### config.mk
export PLATFORM = sky130hd
export DESIGN_NAME = psc_ctrl
export DESIGN_NICKNAME = d
export VERILOG_FILES = /design/src/core/psc_pkg.sv /design/src/core/psc_ctrl.sv /design/src/core/psc_sync.sv /design/src/core/psc_timer.sv
export SDC_FILE = /design/constraint.sdc
export NUM_CORES = 1
export LEC_CHECK = 0
export BUFFER_PORTS_ARGS = -buffer_cell sky130_fd_sc_hd__buf_2
export CAP_MARGIN = 20
export CORE_MARGIN = 8
export CORE_UTILIZATION = 49
export CTS_BUF_LIST = sky130_fd_sc_hd__clkbuf_4
export DETAILED_ROUTE_END_ITERATION = 6
export GPL_ROUTABILITY_DRIVEN = 0
export PLACE_DENSITY = 0.8
export SYNTH_ARGS = -nofsm -noshare
export SYNTH_HDL_FRONTEND = slang
export SYNTH_SLANG_ARGS = --single-unit
export TNS_END_PERCENT = 1
### constraint.sdc
create_clock -name core_clk -period 2.4 [get_ports core_clk]
set_input_delay 0.24 -clock core_clk [delete_from_list [all_inputs] [get_ports core_clk]]
set_output_delay 0.24 -clock core_clk [all_outputs]
set_load 0.1 [all_outputs]
### src/core/psc_pkg.sv
// package of constants and types for the pseudo-static memory controller
package psc_pkg;
    // clock figures
    localparam int CLK_PERIOD_NS = 100;
    // documented times
    localparam int T_READ_ACCESS_NS = 70;
    localparam int T_HIGHZ_NS = 8;
    localparam int T_WRITE_CYCLE_NS = 70;
    localparam int T_WRITE_PULSE_NS = 46;
    localparam int T_WRITE_HIGH_NS = 10;
    localparam int T_DATA_SETUP_NS = 23;
    localparam int T_SEL_HIGH_NS = 5;
    localparam int T_DESEL_SLEEP_NS = 5;
    localparam int T_SLEEP_WE_MIN_NS = 10;
    localparam int T_SLEEP_WE_MAX_NS = 500;
    localparam int T_MAX_SELECT_US = 8;
    localparam int T_SLEEP_LOW_US = 10;
    localparam int T_RECOVERY_US = 150;
    localparam int T_POWER_UP_US = 150;
    // least times round up, longest round down, none below one cycle
    function automatic int cyc_min(input int ns);
        int c;
        c = (ns + CLK_PERIOD_NS - 1) / CLK_PERIOD_NS;
        return (c < 1) ? 1 : c;
    endfunction : cyc_min
    function automatic int cyc_max(input int ns);
        int c;
        c = ns / CLK_PERIOD_NS;
        return (c < 1) ? 1 : c;
    endfunction : cyc_max
    // read waits for access plus one sampling cycle of margin
    localparam int CYC_READ = cyc_min(T_READ_ACCESS_NS) + 1;
    localparam int CYC_TURN = cyc_min(T_HIGHZ_NS);
    localparam int CYC_WRITE_PULSE = cyc_min(T_WRITE_CYCLE_NS);
    localparam int CYC_WRITE_HIGH = cyc_min(T_WRITE_HIGH_NS);
    localparam int CYC_SEL_HIGH = cyc_min(T_SEL_HIGH_NS);
    localparam int CYC_DESEL_SLEEP = cyc_min(T_DESEL_SLEEP_NS);
    localparam int CYC_SLEEP_WE = cyc_min(T_SLEEP_WE_MIN_NS);
    localparam int CYC_SLEEP_WE_MAX = cyc_max(T_SLEEP_WE_MAX_NS);
    localparam int CYC_MAX_SELECT = cyc_max(T_MAX_SELECT_US * 1000);
    localparam int CYC_SLEEP_LOW = cyc_min(T_SLEEP_LOW_US * 1000);
    localparam int CYC_RECOVERY = cyc_min(T_RECOVERY_US * 1000);
    localparam int CYC_POWER_UP = cyc_min(T_POWER_UP_US * 1000);
    // configuration word fields
    localparam int CFG_PAGE_BIT = 7;
    localparam int CFG_SLEEP_BIT = 4;
    localparam logic [20:0] CFG_RESET = 21'h00_0070;
    // widths
    localparam int ADDR_W = 21;
    localparam int DATA_W = 16;
    localparam int CNT_W = 16;
    // user commands
    typedef enum logic [2:0] {
        PSC_CMD_READ = 3'h0,
        PSC_CMD_WRITE = 3'h1,
        PSC_CMD_CONFIG = 3'h2,
        PSC_CMD_SLEEP = 3'h3
    } psc_cmd_t;
    typedef struct packed {
        psc_cmd_t cmd;
        logic [ADDR_W-1:0] addr;
        logic [DATA_W-1:0] wdata;
        logic [1:0] byte_en;
    } psc_req_t;
    // pins driven toward the memory
    typedef struct packed {
        logic chip_sel_n;
        logic out_en_n;
        logic write_en_n;
        logic lower_byte_sel_n;
        logic upper_byte_sel_n;
        logic sleep_pin_n;
        logic [ADDR_W-1:0] addr;
        logic [DATA_W-1:0] dq_out;
        logic [DATA_W-1:0] dq_oe_n;
    } psc_pins_t;
endpackage : psc_pkg

### src/core/psc_ctrl.sv
// controller that drives the pseudo-static memory through its pins
`timescale 1ns/1ns
module psc_ctrl #(
    parameter int POWER_UP_CYC = psc_pkg::CYC_POWER_UP,
    parameter int SLEEP_LOW_CYC = psc_pkg::CYC_SLEEP_LOW,
    parameter int RECOVERY_CYC = psc_pkg::CYC_RECOVERY
) (
    input wire logic core_clk, // system clock, 10 MHz
    input wire logic reset_n, // async reset, active low
    input wire logic req_valid, // request present
    output logic req_ready, // request taken this cycle
    input wire psc_pkg::psc_req_t req, // request fields
    output logic rsp_valid, // read data or completion pulse
    output logic [psc_pkg::DATA_W-1:0] rsp_rdata, // read data
    output logic init_done, // memory ready for access
    output logic chip_sel_n, // memory chip select, low active
    output logic out_en_n, // memory output enable, low active
    output logic write_en_n, // memory write enable, low active
    output logic lower_byte_sel_n, // low byte select, low active
    output logic upper_byte_sel_n, // high byte select, low active
    output logic sleep_pin_n, // sleep pin, low active
    output logic [psc_pkg::ADDR_W-1:0] mem_addr, // memory address
    output logic [psc_pkg::DATA_W-1:0] dq_out, // data toward memory
    output logic [psc_pkg::DATA_W-1:0] dq_oe_n, // data drive enable, low drives
    input wire logic [psc_pkg::DATA_W-1:0] dq_in // data from memory pins
);
    // ------------------------------------------------------------
    // states
    // ------------------------------------------------------------
    typedef enum logic [9:0] {
        ST_POWER_UP = 10'h001,
        ST_IDLE = 10'h002,
        ST_READ = 10'h004,
        ST_WRITE = 10'h008,
        ST_WE_HIGH = 10'h010,
        ST_DESEL = 10'h020,
        ST_CFG_SETUP = 10'h040,
        ST_CFG_WRITE = 10'h080,
        ST_SLEEP_LOW = 10'h100,
        ST_RECOVER = 10'h200
    } psc_state_t;

    localparam logic [psc_pkg::CNT_W-1:0] CNT_READ = psc_pkg::CNT_W'(psc_pkg::CYC_READ);
    localparam logic [psc_pkg::CNT_W-1:0] CNT_WPULSE =
        psc_pkg::CNT_W'(psc_pkg::CYC_WRITE_PULSE);
    localparam logic [psc_pkg::CNT_W-1:0] CNT_WHIGH = psc_pkg::CNT_W'(psc_pkg::CYC_WRITE_HIGH);
    localparam logic [psc_pkg::CNT_W-1:0] CNT_SELHIGH = psc_pkg::CNT_W'(psc_pkg::CYC_SEL_HIGH);
    localparam logic [psc_pkg::CNT_W-1:0] CNT_DSLEEP =
        psc_pkg::CNT_W'(psc_pkg::CYC_DESEL_SLEEP);
    localparam logic [psc_pkg::CNT_W-1:0] CNT_SLEEP_WE = psc_pkg::CNT_W'(psc_pkg::CYC_SLEEP_WE);
    localparam logic [psc_pkg::CNT_W-1:0] CNT_PU = psc_pkg::CNT_W'(POWER_UP_CYC);
    localparam logic [psc_pkg::CNT_W-1:0] CNT_SLOW = psc_pkg::CNT_W'(SLEEP_LOW_CYC);
    localparam logic [psc_pkg::CNT_W-1:0] CNT_RECOV = psc_pkg::CNT_W'(RECOVERY_CYC);

    psc_state_t state;
    psc_state_t next_state;
    psc_pkg::psc_pins_t pins;
    psc_pkg::psc_pins_t next_pins;
    logic [psc_pkg::DATA_W-1:0] rdata;
    logic [psc_pkg::DATA_W-1:0] next_rdata;
    logic rsp;
    logic next_rsp;
    logic ready_flag;
    logic next_ready_flag;
    logic sleep_is_dpd;
    logic next_sleep_is_dpd;
    logic t_load;
    logic [psc_pkg::CNT_W-1:0] t_value;
    logic t_done;
    logic [psc_pkg::DATA_W-1:0] dq_sync;
    logic init_seen;

    // ------------------------------------------------------------
    // helpers
    // ------------------------------------------------------------
    psc_timer #(.WIDTH(psc_pkg::CNT_W)) u_timer (
        .core_clk(core_clk),
        .reset_n(reset_n),
        .load(t_load),
        .value(t_value),
        .done(t_done)
    );

    psc_sync #(.WIDTH(psc_pkg::DATA_W)) u_dq_sync (
        .core_clk(core_clk),
        .reset_n(reset_n),
        .din(dq_in),
        .dout(dq_sync)
    );

    // ------------------------------------------------------------
    // sequencer
    // ------------------------------------------------------------
    always_comb
    begin
        next_state = state;
        next_pins = pins;
        next_rdata = rdata;
        next_rsp = 1'b0;
        next_ready_flag = ready_flag;
        next_sleep_is_dpd = sleep_is_dpd;
        t_load = 1'b0;
        t_value = '0;
        req_ready = 1'b0;
        unique case (state)
            ST_POWER_UP:
            begin
                if (!init_seen)
                begin
                    t_load = 1'b1;
                    t_value = CNT_PU;
                end
                else if (t_done)
                begin
                    next_ready_flag = 1'b1;
                    next_state = ST_IDLE;
                end
            end
            ST_IDLE:
            begin
                if (req_valid)
                begin
                    req_ready = 1'b1;
                    next_pins.addr = req.addr;
                    unique case (req.cmd)
                        psc_pkg::PSC_CMD_READ:
                        begin
                            next_pins.chip_sel_n = 1'b0;
                            next_pins.out_en_n = 1'b0;
                            next_pins.lower_byte_sel_n = ~req.byte_en[0];
                            next_pins.upper_byte_sel_n = ~req.byte_en[1];
                            t_load = 1'b1;
                            t_value = CNT_READ;
                            next_state = ST_READ;
                        end
                        psc_pkg::PSC_CMD_WRITE:
                        begin
                            // address, select, bytes and data all start with the strobe
                            next_pins.chip_sel_n = 1'b0;
                            next_pins.write_en_n = 1'b0;
                            next_pins.lower_byte_sel_n = ~req.byte_en[0];
                            next_pins.upper_byte_sel_n = ~req.byte_en[1];
                            next_pins.dq_out = req.wdata;
                            next_pins.dq_oe_n = '0;
                            t_load = 1'b1;
                            t_value = CNT_WPULSE;
                            next_state = ST_WRITE;
                        end
                        psc_pkg::PSC_CMD_CONFIG:
                        begin
                            next_pins.sleep_pin_n = 1'b0;
                            next_sleep_is_dpd = ~req.addr[psc_pkg::CFG_SLEEP_BIT];
                            t_load = 1'b1;
                            t_value = CNT_SLEEP_WE;
                            next_state = ST_CFG_SETUP;
                        end
                        default:
                        begin
                            // chip is already deselected in idle for the margin
                            t_load = 1'b1;
                            t_value = CNT_DSLEEP;
                            next_state = ST_DESEL;
                        end
                    endcase
                end
            end
            ST_READ:
            begin
                if (t_done)
                begin
                    next_rdata = dq_sync;
                    next_rsp = 1'b1;
                    next_pins.chip_sel_n = 1'b1;
                    next_pins.out_en_n = 1'b1;
                    next_pins.lower_byte_sel_n = 1'b1;
                    next_pins.upper_byte_sel_n = 1'b1;
                    t_load = 1'b1;
                    t_value = CNT_SELHIGH;
                    next_state = ST_WE_HIGH;
                end
            end
            ST_WRITE:
            begin
                if (t_done)
                begin
                    // data is held to the edge; released with the strobe
                    next_pins.write_en_n = 1'b1;
                    next_pins.chip_sel_n = 1'b1;
                    next_pins.lower_byte_sel_n = 1'b1;
                    next_pins.upper_byte_sel_n = 1'b1;
                    next_pins.dq_oe_n = '1;
                    next_rsp = 1'b1;
                    t_load = 1'b1;
                    t_value = CNT_WHIGH;
                    next_state = ST_WE_HIGH;
                end
            end
            ST_WE_HIGH:
            begin
                if (t_done)
                begin
                    next_state = ST_IDLE;
                end
            end
            ST_CFG_SETUP:
            begin
                if (t_done)
                begin
                    // write strobe follows sleep low within the allowed window
                    next_pins.chip_sel_n = 1'b0;
                    next_pins.write_en_n = 1'b0;
                    t_load = 1'b1;
                    t_value = CNT_WPULSE;
                    next_state = ST_CFG_WRITE;
                end
            end
            ST_CFG_WRITE:
            begin
                if (t_done)
                begin
                    next_pins.write_en_n = 1'b1;
                    next_pins.chip_sel_n = 1'b1;
                    next_pins.sleep_pin_n = 1'b1;
                    next_rsp = 1'b1;
                    t_load = 1'b1;
                    t_value = CNT_WHIGH;
                    next_state = ST_WE_HIGH;
                end
            end
            ST_DESEL:
            begin
                if (t_done)
                begin
                    next_pins.sleep_pin_n = 1'b0;
                    next_ready_flag = 1'b0;
                    t_load = 1'b1;
                    t_value = CNT_SLOW;
                    next_state = ST_SLEEP_LOW;
                end
            end
            ST_SLEEP_LOW:
            begin
                if (t_done && !req_valid)
                begin
                    // a request ends the low phase only after the least width
                    next_state = ST_SLEEP_LOW;
                end
                else if (t_done)
                begin
                    req_ready = 1'b1;
                    next_pins.sleep_pin_n = 1'b1;
                    t_load = 1'b1;
                    t_value = sleep_is_dpd ? CNT_RECOV : 16'h0001;
                    next_state = ST_RECOVER;
                end
            end
            ST_RECOVER:
            begin
                if (t_done)
                begin
                    next_ready_flag = 1'b1;
                    next_rsp = 1'b1;
                    next_state = ST_IDLE;
                end
            end
            default:
            begin
                next_state = ST_IDLE;
            end
        endcase
    end

    // starts the power-up count once after reset
    always_ff @(posedge core_clk or negedge reset_n)
    begin
        if (!reset_n)
        begin
            init_seen <= 1'b0;
        end
        else
        begin
            init_seen <= 1'b1;
        end
    end

    always_ff @(posedge core_clk or negedge reset_n)
    begin
        if (!reset_n)
        begin
            state <= ST_POWER_UP;
            pins <= '{chip_sel_n: 1'b1, out_en_n: 1'b1, write_en_n: 1'b1,
                lower_byte_sel_n: 1'b1, upper_byte_sel_n: 1'b1, sleep_pin_n: 1'b1,
                addr: '0, dq_out: '0, dq_oe_n: '1};
            rdata <= '0;
            rsp <= 1'b0;
            ready_flag <= 1'b0;
            sleep_is_dpd <= ~psc_pkg::CFG_RESET[psc_pkg::CFG_SLEEP_BIT];
        end
        else
        begin
            state <= next_state;
            pins <= next_pins;
            rdata <= next_rdata;
            rsp <= next_rsp;
            ready_flag <= next_ready_flag;
            sleep_is_dpd <= next_sleep_is_dpd;
        end
    end

    // ------------------------------------------------------------
    // outputs
    // ------------------------------------------------------------
    assign rsp_valid = rsp;
    assign rsp_rdata = rdata;
    assign init_done = ready_flag;
    assign chip_sel_n = pins.chip_sel_n;
    assign out_en_n = pins.out_en_n;
    assign write_en_n = pins.write_en_n;
    assign lower_byte_sel_n = pins.lower_byte_sel_n;
    assign upper_byte_sel_n = pins.upper_byte_sel_n;
    assign sleep_pin_n = pins.sleep_pin_n;
    assign mem_addr = pins.addr;
    assign dq_out = pins.dq_out;
    assign dq_oe_n = pins.dq_oe_n;
endmodule : psc_ctrl

### src/core/psc_sync.sv
// two flip-flop synchroniser for a bus of pin inputs
`timescale 1ns/1ns
module psc_sync #(
    parameter int WIDTH = 16
) (
    input wire logic core_clk, // system clock
    input wire logic reset_n, // async reset, active low
    input wire logic [WIDTH-1:0] din, // asynchronous input
    output logic [WIDTH-1:0] dout // synchronised output
);
    logic [WIDTH-1:0] stage1;
    logic [WIDTH-1:0] stage2;
    logic [WIDTH-1:0] next_stage1;
    logic [WIDTH-1:0] next_stage2;
    always_comb
    begin
        next_stage1 = din;
        next_stage2 = stage1;
    end
    always_ff @(posedge core_clk or negedge reset_n)
    begin
        if (!reset_n)
        begin
            stage1 <= '0;
            stage2 <= '0;
        end
        else
        begin
            stage1 <= next_stage1;
            stage2 <= next_stage2;
        end
    end
    assign dout = stage2;
endmodule : psc_sync

### src/core/psc_timer.sv
// loadable down counter that flags when it reaches zero
`timescale 1ns/1ns
module psc_timer #(
    parameter int WIDTH = 16
) (
    input wire logic core_clk, // system clock
    input wire logic reset_n, // async reset, active low
    input wire logic load, // load a new count
    input wire logic [WIDTH-1:0] value, // cycles to count
    output logic done // count is zero
);
    logic [WIDTH-1:0] count;
    logic [WIDTH-1:0] next_count;
    always_comb
    begin
        next_count = count;
        if (load)
        begin
            next_count = value;
        end
        else if (count != '0)
        begin
            next_count = count - 1'b1;
        end
    end
    always_ff @(posedge core_clk or negedge reset_n)
    begin
        if (!reset_n)
        begin
            count <= '0;
        end
        else
        begin
            count <= next_count;
        end
    end
    assign done = (count == '0);
endmodule : psc_timer
==> metrics.yaml, run 1 <==
clocking:
  cts_buffers: 17
  clock_path_buffers: 2
  clkTransAtPathRegs_ps: 120
  clock_sinks: 122
  h-tree-depth: 4
  root_buffer: "clkbuf_4"
  cts_tree: "built"
  clkLatencyLatePin_ps: 520
yosys:
  synth_ff_type: "dfrtp_1"
  synthArstFlopShare: 1.00
  synth.largest_area_cell: "dfrtp_1"
  syn_area_per_cell_um2: 11.1
  synth_edf_count: 0
  ys_warn_count: 0
  synth_most_common_cell: "dfrtp_1"
  synth.top_cells.by_area: "dfrtp_1, mux2_2, nand2_1"
  yosys-top-cells-count: "dfrtp_1, nand2_1, mux2_2, nor2_1, clkbuf_1"
  syn-instance-count: 461
  syn_area_um2: 5140
  ys_ff_latch: 122
  synthDistinctLibCells: 58
  syn_nets: 524
  seq_area_frac_synth: 0.596
  synth.top_cell.area_share: 0.555
worst_setup_path:
  crit_arrival_ps: 2360
  slowest_stage: "or4_4"
  path_cells: "or4_4 > buf_6 > nor4_2 > buf_4 > nand2_4 > o21ai_4 > buf_12"
  crit_path_end_kind: "output port"
  path_delay_family: "simple AND/OR/NAND/NOR gates"
  max_stage_delay_ps: 560
  critical_path.max_fanout: 2
  startpoint_type: "flip-flop"
  worst-setup-path-type: "flip-flop to output port"
  crit_buf_inv: 3
  critical_path_required_ps: 2160
timing:
  period_share: 1.08
  slew_violations: 0
  fin_ws_ps: -202
  finalSetupViolations: 6
  hold_viol: 0
  slew_headroom: 0.563
  tightest_slew_ps: 650
  rsz0062_at_grt: "yes"
  fin_crit_ps: 2600
  max_freq_mhz: 384
  fin_skew_ps: 11.5
place:
  place_inst: 731
  place_ws_ps: 11.6
  port-buffer-count: 138
  hpwl_mm: 9.48
floorplan:
  dieArea_um2: 14000
  coreArea_um2: 10300
  die_width_um: 118
  initial_utilization: 0.500
  ios: 139
  rows: 37
  die_h_um: 118
global_route:
  grt_pass1_vias: 4669
  antenna_found_initial: 1
  grt_pass1_wl_mm: 23.9
  grt_use_total: 0.214
  grt.overflow.total: 0
  grt_max_degree: 58
route:
  drc: 0
  viasPerCell: 5.32
  routed_wl_mm: 14.8
  wl_per_cell_um: 17.9
  ant_nets: 0
  drtIter0Drc: 441
  vias: 4393
  firstDrtPassIters: 5
hold_path:
  min_path_type: "primary input to flip-flop"
flow_run:
  cap_violations: 0
run_status:
  violations: "setup timing"
  status: "finished with violations"
finish:
  layout.nets: 738
  area_delta_synth_final_pct: 37.1
  drive_gt1_frac: 0.392
  layoutNonFillerInstCount: 825
==> per-stage QoR <==
stage	hold slack, ps	util	TNS, ps	area, µm²
finish	75.8	0.686	-289	7050
global route	38.9	0.686	-877	7050
CTS	35.3	0.681	-240	7000
detailed placement	246	0.591	0	6070
global placement	241	0.591	0	6070
floorplan	-55.6	-	-95.2	5160
==> what timing repair did <==
item	CTS	global route
endpoints found under the hold margin	88	0
hold buffers	57	0
buffers inserted	3	1
resized for setup	6	9
endpoints found under the setup margin	2	28
pin swaps	4	2
gates cloned	0	0
==> state kept, by name, summed over array words and instances, names as in the netlist <==
register / cells
lower_byte_sel_n: 1
chip_sel_n: 1
sleep_pin_n: 1
rsp_valid: 1
out_en_n: 1
mem_addr: 21
init_done: 1
dq_oe_n: 1
dq_out: 16
u_timer.count: 16
u_dq_sync.dout: 16
rsp_rdata: 16
sleep_is_dpd: 1
state: 10
init_seen: 1
u_dq_sync.next_stage2: 16
upper_byte_sel_n: 1
write_en_n: 1
==> worst paths after layout <==
kind | cells past startpoint | end | startpoint | slack (ps)
min in group asynchronous | 2 | u_timer.count[8] | reset_n | 230
max | 7 | req_ready | state[2] | -200
min reg2reg | 0 | u_dq_sync.dout[7] | u_dq_sync.next_stage2[7] | 360
min | 4 | state[3] | req[40] | 80
max in group asynchronous | 3 | upper_byte_sel_n | reset_n | 1450
max reg2reg | 10 | u_timer.count[13] | state[2] | -30
==> worst min-delay path: stages <==
cell and delay (ps):
buf_2 130, nor3_1 60, nand2_1 50, o21ai_0 70
==> logic make-up after synthesis <==
kind of cell,share of synthesized area
fa+ha+maj,0.00487
buf+inv,0.0458
simple gates,0.182
xor+xnor,0.0256
compound gates,0.0684
other cells,0.000730
mux,0.0765
flops,0.596
==> metal layers <==
metal  part of all wire  vias to the layer above  GRT usage
met3              0.093                       44     0.0842
met4              0.022                        0     0.0719
met5                  0                        -          0
li1                   -                     2009          -
met1               0.37                     2108      0.229
met2               0.51                      232      0.378
==> layout by cell type, fill, tap and decap left out, types with 3 or more instances in the layout <==
cell           count
buf_2            136
dfrtp_1          112
nand2_1           89
dlygate4sd3_1     57
buf_4             34
mux2_2            33
nor2_1            29
clkbuf_4          17
a21oi_1           13
o21ai_0           12
nor3_1             9
inv_1              8
xnor2_1            8
dfstp_2            8
xor2_1             7
nand3_1            7
nor4_1             5
nand4_1            5
and2_1             5
nand2b_1           4
a31oi_1            4
o31ai_1            4
nor4_2             3
nor2b_1            3
and3_1             3
nor3b_1            3
and4_1             3
bufinv_16          3
clkinv_4           3
inv_6              3
==> final cells by class <==
cell class	instances	area, µm²
Clock inverter	15	190
Timing Repair Buffer	230	1560
Clock buffer	17	128
Fill cell	766	3230
Inverter	8	30.0
Antenna cell	1	2.50
Multi-Input combinational cell	296	1900
Tap cell	136	170
Sequential cell	122	3070
Power of run 1 is left out: the tool's default activity adds up to more than one toggle a clock period on the data nets, which glitch-free logic cannot reach.
==> inputs of run 2 (changes only) <==
SYNTH_HIERARCHICAL = 1   (was default)
==> metrics.yaml, run 2 <==
floorplan:
  ios: 139
  die_width_um: 119
  initial_utilization: 0.502
  die_h_um: 119
  coreArea_um2: 10300
  dieArea_um2: 14100
  rows: 37
worst_setup_path:
  startpoint_type: "flip-flop"
  worst-setup-path-type: "flip-flop to output port"
  crit_path_end_kind: "output port"
  crit_arrival_ps: 2220
  critical_path_required_ps: 2160
  critical_path.max_fanout: 3
clocking:
  root_buffer: "clkbuf_4"
  clock_path_buffers: 2
  clkLatencyLatePin_ps: 520
  clkTransAtPathRegs_ps: 110
  cts_tree: "built"
  cts_buffers: 17
  clock_sinks: 122
  h-tree-depth: 4
timing:
  hold_viol: 0
  period_share: 1.02
  fin_skew_ps: 20.4
  slew_violations: 0
  slew_headroom: 0.634
  finalSetupViolations: 1
  whs_ps: 29.6
  fin_ws_ps: -59.3
  max_freq_mhz: 407
  tightest_slew_ps: 550
  fin_crit_ps: 2460
  rsz0062_at_grt: "yes"
global_route:
  grt_pass1_wl_mm: 22.1
  antenna_found_initial: 0
  grt_use_total: 0.193
  grt.overflow.total: 0
  grt_pass1_vias: 4511
  grt_max_degree: 43
finish:
  largest_reg_flops: 21
  layout.nets: 704
  layout_commonest_cell: "buf_2"
  n_antenna_cell: 0
  final_cell_mix: "buf_2, dfrtp_1, dlygate4sd3_1"
  area_delta_synth_final_pct: 40.5
  drive_gt1_frac: 0.481
pwr:
  p_sw_mw: 5.26
  p_int_mw: 5.05
  power.share.switching: 0.510
  peakVddDrop_mv: 1.37
  p_comb_frac: 0.545
  powerDensity_nw_per_um2: 1420
  p_leak_nw: 3.58
  pwr-share-seq: 0.292
  power_mw: 10.3
  clkPwrFrac: 0.163
yosys:
  seq_area_frac_synth: 0.593
  synth.top_cells.by_area: "dfrtp_1, mux2_2, dfstp_2"
  synth.top_cell.area_share: 0.553
  syn_area_per_cell_um2: 12.7
  synth_most_common_cell: "dfrtp_1"
  yosys-top-cells-count: "dfrtp_1, mux2_2, nand2_1, o21ai_0, nor2_1"
  ys_ff_latch: 122
  synth_ff_type: "dfrtp_1"
  syn-instance-count: 408
  syn_area_um2: 5160
  synthArstFlopShare: 1.00
  synthDistinctLibCells: 62
  synth.largest_area_cell: "dfrtp_1"
  ys_warn_count: 6
  synth_edf_count: 0
route:
  drc: 0
  ant_nets: 0
  routed_wl_mm: 13.5
  viasPerCell: 5.18
  drtIter0Drc: 251
  wl_per_cell_um: 17.1
  firstDrtPassIters: 6
  vias: 4097
run_status:
  violations: "setup timing"
  status: "finished with violations"
flow_run:
  cap_violations: 0
place:
  hpwl_mm: 9.10
  port-buffer-count: 138
hold_path:
  min_path_type: "primary input to flip-flop"
==> run 2: what timing repair did <==
action,4_1_cts,5_1_grt
hold endpoints to repair,92,0
hold buffers,54,0
endpoints found under the setup margin,39,41
setup buffers,9,0
pin swaps,5,3
resized for setup,14,13
cloned,0,0
==> run 2: worst max-delay path: stages (launching register included) <==
cell and delay (ps):
dfrtp_1 400, inv_2 90, ha_4 140, or3b_4 380, nand4b_4 220, nor2_8 160, nand2_4 90, nand2_4 70
buf_12 160
==> run 2: kinds of logic (layout without fill, tap and decap cells) <==
logic type,Yosys count,count (layout),synth area share
xor gates and xnor gates,11,11,0.0187
adders and majority gates,1,1,0.00242
DFF,122,122,0.593
AOI/OAI and AO/OA,66,66,0.0802
and+or+nand+nor,108,108,0.124
other,2,7,0.00145
muxes,59,59,0.135
buffers and inverters,39,281,0.0451
==> run 2: metal layers <==
layer | vias to the layer above | GRT usage | part of all wire | wire (µm)
met2 | 156 | 0.345 | 0.52 | 7040
li1 | 1906 | - | - | -
met1 | 2013 | 0.198 | 0.38 | 5130
met4 | 0 | 0.0798 | 0.016 | 219
met5 | - | 0 | 0 | 0
met3 | 22 | 0.0733 | 0.083 | 1120
==> run 2: metrics by stage <==
step	instances	cell area (µm²)	setup slack (ps)	util	TNS [ps]
final	791	7250	-59.3	0.706	-59.3
after global placement	696	6190	-2.45	0.602	-23.5
after global routing	791	7250	-157	0.706	-824
after floorplan	413	5210	-162	-	-2830
after CTS	791	7190	-71.8	0.700	-71.8
after detailed placement	696	6190	-77.6	0.602	-1340
==> run 2: power groups by stage <==
stage / Clock, mW / Sequential, mW / Combinational, mW
3_3_place_gp: 0 / 2.97 / 5.27
6_report: 1.68 / 3.01 / 5.61
3_5_place_dp: 0 / 3.01 / 5.36
5_1_grt: 1.81 / 3.07 / 5.89
2_1_floorplan: 0 / 5.58 / 1.63
4_1_cts: 1.71 / 2.99 / 5.57
==> run 2: worst paths after layout <==
path                       slack [ps]                 end                       from  depth (start not counted)
setup / recovery                  -60           req_ready           u_timer/count[0]                          8
hold / removal                     30            state[1]                  req_valid                          2
setup reg to reg                   20    upper_byte_sel_n           u_timer/count[0]                         10
hold reg to reg                   360  u_dq_sync/dout[14]  u_dq_sync/next_stage2[14]                          0
max in group asynchronous        1430            state[0]                    reset_n                          3
min in group asynchronous         250       rsp_rdata[10]                    reset_n                          2
==> run 2: layout make-up <==
class                      instances  area (µm²)
timing repair buffer             240        1640
clock inverter                    15         210
clock buffer                      17         128
fill                             691        3030
inverter                           9        41.3
tap                              136         170
sequential                       122        3070
multi-input combinational        252        1990
(Power assumes the default switching activity.)
==> inputs of run 3 (changes only) <==
ABC_AREA = 1   (was default)
CORE_UTILIZATION = 50   (was 49)
==> metrics.yaml, run 3 <==
global_route:
  grt_pass1_wl_mm: 27.1
  antenna_found_initial: 2
  grt_pass1_vias: 5410
  grt_use_total: 0.234
  grt_max_degree: 50
  grt.overflow.total: 0
finish:
  largest_reg_flops: 21
  area_delta_synth_final_pct: 31.3
  final_area_um2: 7470
  regArea_um2: 3060
  final_cell_mix: "nand2_1, buf_2, dfrtp_1"
  multi_input_area_um2: 2290
  fill_cells: 746
  drive_gt1_frac: 0.327
  layout.nets: 897
  layout_commonest_cell: "nand2_1"
  fin_util: 0.663
worst_setup_path:
  crit_path_end_kind: "output port"
  crit_arrival_ps: 2100
  startpoint_type: "flip-flop"
  worst-setup-path-type: "flip-flop to output port"
  critical_path_required_ps: 2160
  critical_path.max_fanout: 4
  reg2reg_setup_slack_ps: 100
yosys:
  synthXorXnorAreaFrac: 0.00770
  synth.top_cell.area_share: 0.501
  synthSimpleGateAreaFrac: 0.266
  synthDistinctLibCells: 36
  synth_most_common_cell: "nand2_1"
  synth_edf_count: 0
  yosys-top-cells-count: "nand2_1, dfrtp_1, inv_1, nor2_1, nand3_1"
  synth_top_family_by_area: "simple AND/OR/NAND/NOR gates"
  synthAdderAreaFrac: 0.00220
  synthArstFlopShare: 1.00
  synth.largest_area_cell: "dfrtp_1"
  seq_area_frac_synth: 0.538
  syn_area_um2: 5690
  ys_ff_latch: 122
  syn-instance-count: 625
  muxShareOfSynthArea: 0.0825
  synth.top_cells.by_area: "dfrtp_1, nand2_1, mux2_2"
  synth_ff_type: "dfrtp_1"
  syn_area_per_cell_um2: 9.10
  synth_compound_area_frac: 0.0292
  ys_warn_count: 6
timing:
  fin_ws_ps: 56.7
  max_freq_mhz: 427
  hold_viol: 0
  tightest_slew_ps: 619
  rsz0062_at_grt: "yes"
  finalSetupViolations: 0
  fin_skew_ps: 21.5
  slew_violations: 0
  fin_crit_ps: 2340
  slew_headroom: 0.586
  period_share: 0.976
clocking:
  root_buffer: "clkbuf_4"
  clkTransAtPathRegs_ps: 130
  cts_buffers: 17
  cts_tree: "built"
  clkLatencyLatePin_ps: 530
  clock_sinks: 122
  h-tree-depth: 4
  clock_path_buffers: 2
route:
  routed_wl_mm: 16.8
  ant_nets: 0
  viasPerCell: 5.20
  drc: 0
  vias: 5163
  firstDrtPassIters: 7
  drtIter0Drc: 390
  wl_per_cell_um: 17.0
floorplan:
  coreArea_um2: 11300
  die_h_um: 123
  dieArea_um2: 15100
  initial_utilization: 0.505
  ios: 139
  die_width_um: 123
  rows: 39
run_status:
  status: "complete, no violations"
hold_path:
  min_path_type: "primary input to flip-flop"
place:
  place_area_um2: 6590
  port-buffer-count: 138
  place_ws_ps: 74.8
  hpwl_mm: 10.5
flow_run:
  cap_violations: 0
-- run 3: cell count changes in the layout (fill, tap and decap cells not counted), sizes merged, moves of 5 or more --
cell,delta
nor2b,-5
nor4,-6
inv,+57
xnor2,-8
nor2,+57
a21oi,-11
nor3,-9
nand2,+164
mux2,-20
nand3,+43
nand4,+7
buf,-28
-- run 3: cell families after synthesis --
kind of cell | Yosys count
multiplexers | 37
other | 2
AND/OR/NAND/NOR | 340
AO/OA/AOI/OAI | 30
buffers and inverters | 88
flip-flops | 122
adder cells (fa/ha/maj) | 1
XOR/XNOR | 5
-- run 3: worst paths after layout --
check	startpoint	to	cells past startpoint
max reg2reg	u_timer/count[0]	u_timer/count[1]	16
min in group asynchronous	reset_n	u_dq_sync/next_stage2[0]	2
min	req[0]	lower_byte_sel_n	6
max	u_timer/count[0]	req_ready	9
max in group asynchronous	reset_n	out_en_n	3
min reg2reg	u_dq_sync/next_stage2[13]	u_dq_sync/dout[13]	0
-- run 3: critical path, cell delays in order (launching register included) --
cell and delay, ps:
dfrtp_1 400, inv_2 100, ha_4 170, nand2_4 80, nor2_4 120, nand3_2 100, nor3_4 140, nand4_1 180
nand2_4 120, buf_12 170
-- run 3: what timing repair did --
action / 4_1_cts / 5_1_grt
cloned: 0 / 0
endpoints found under the hold margin: 114 / 0
gates resized for setup: 0 / 6
pin swaps: 4 / 1
hold buffers: 54 / 0
buffers inserted: 5 / 1
setup endpoints to repair: 1 / 9
-- run 3: through the flow --
stage	setup TNS, ps	hold slack (ps)	instances
final	0	120	993
after global routing	-211	103	993
after CTS	0	72.3	990
after detailed placement	0	197	899
after global placement	0	186	899
after floorplan	-139	-55.6	630
-- run 3: final cells by class --
class                   count  area share
diodes                      2    0.000670
clock buffers              17      0.0171
clock inverters            15      0.0206
inverters                  62      0.0312
multi-input cells         420       0.307
flip-flops and latches    122       0.410
well taps                 143      0.0239
repair buffers            212       0.189
-- run 3: per-layer routing --
metal | part of all wire | track usage
met5 | 0 | 0
met4 | 0.028 | 0.109
met3 | 0.093 | 0.0846
met2 | 0.50 | 0.388
met1 | 0.37 | 0.265
Power of run 3 is left out for the same reason.
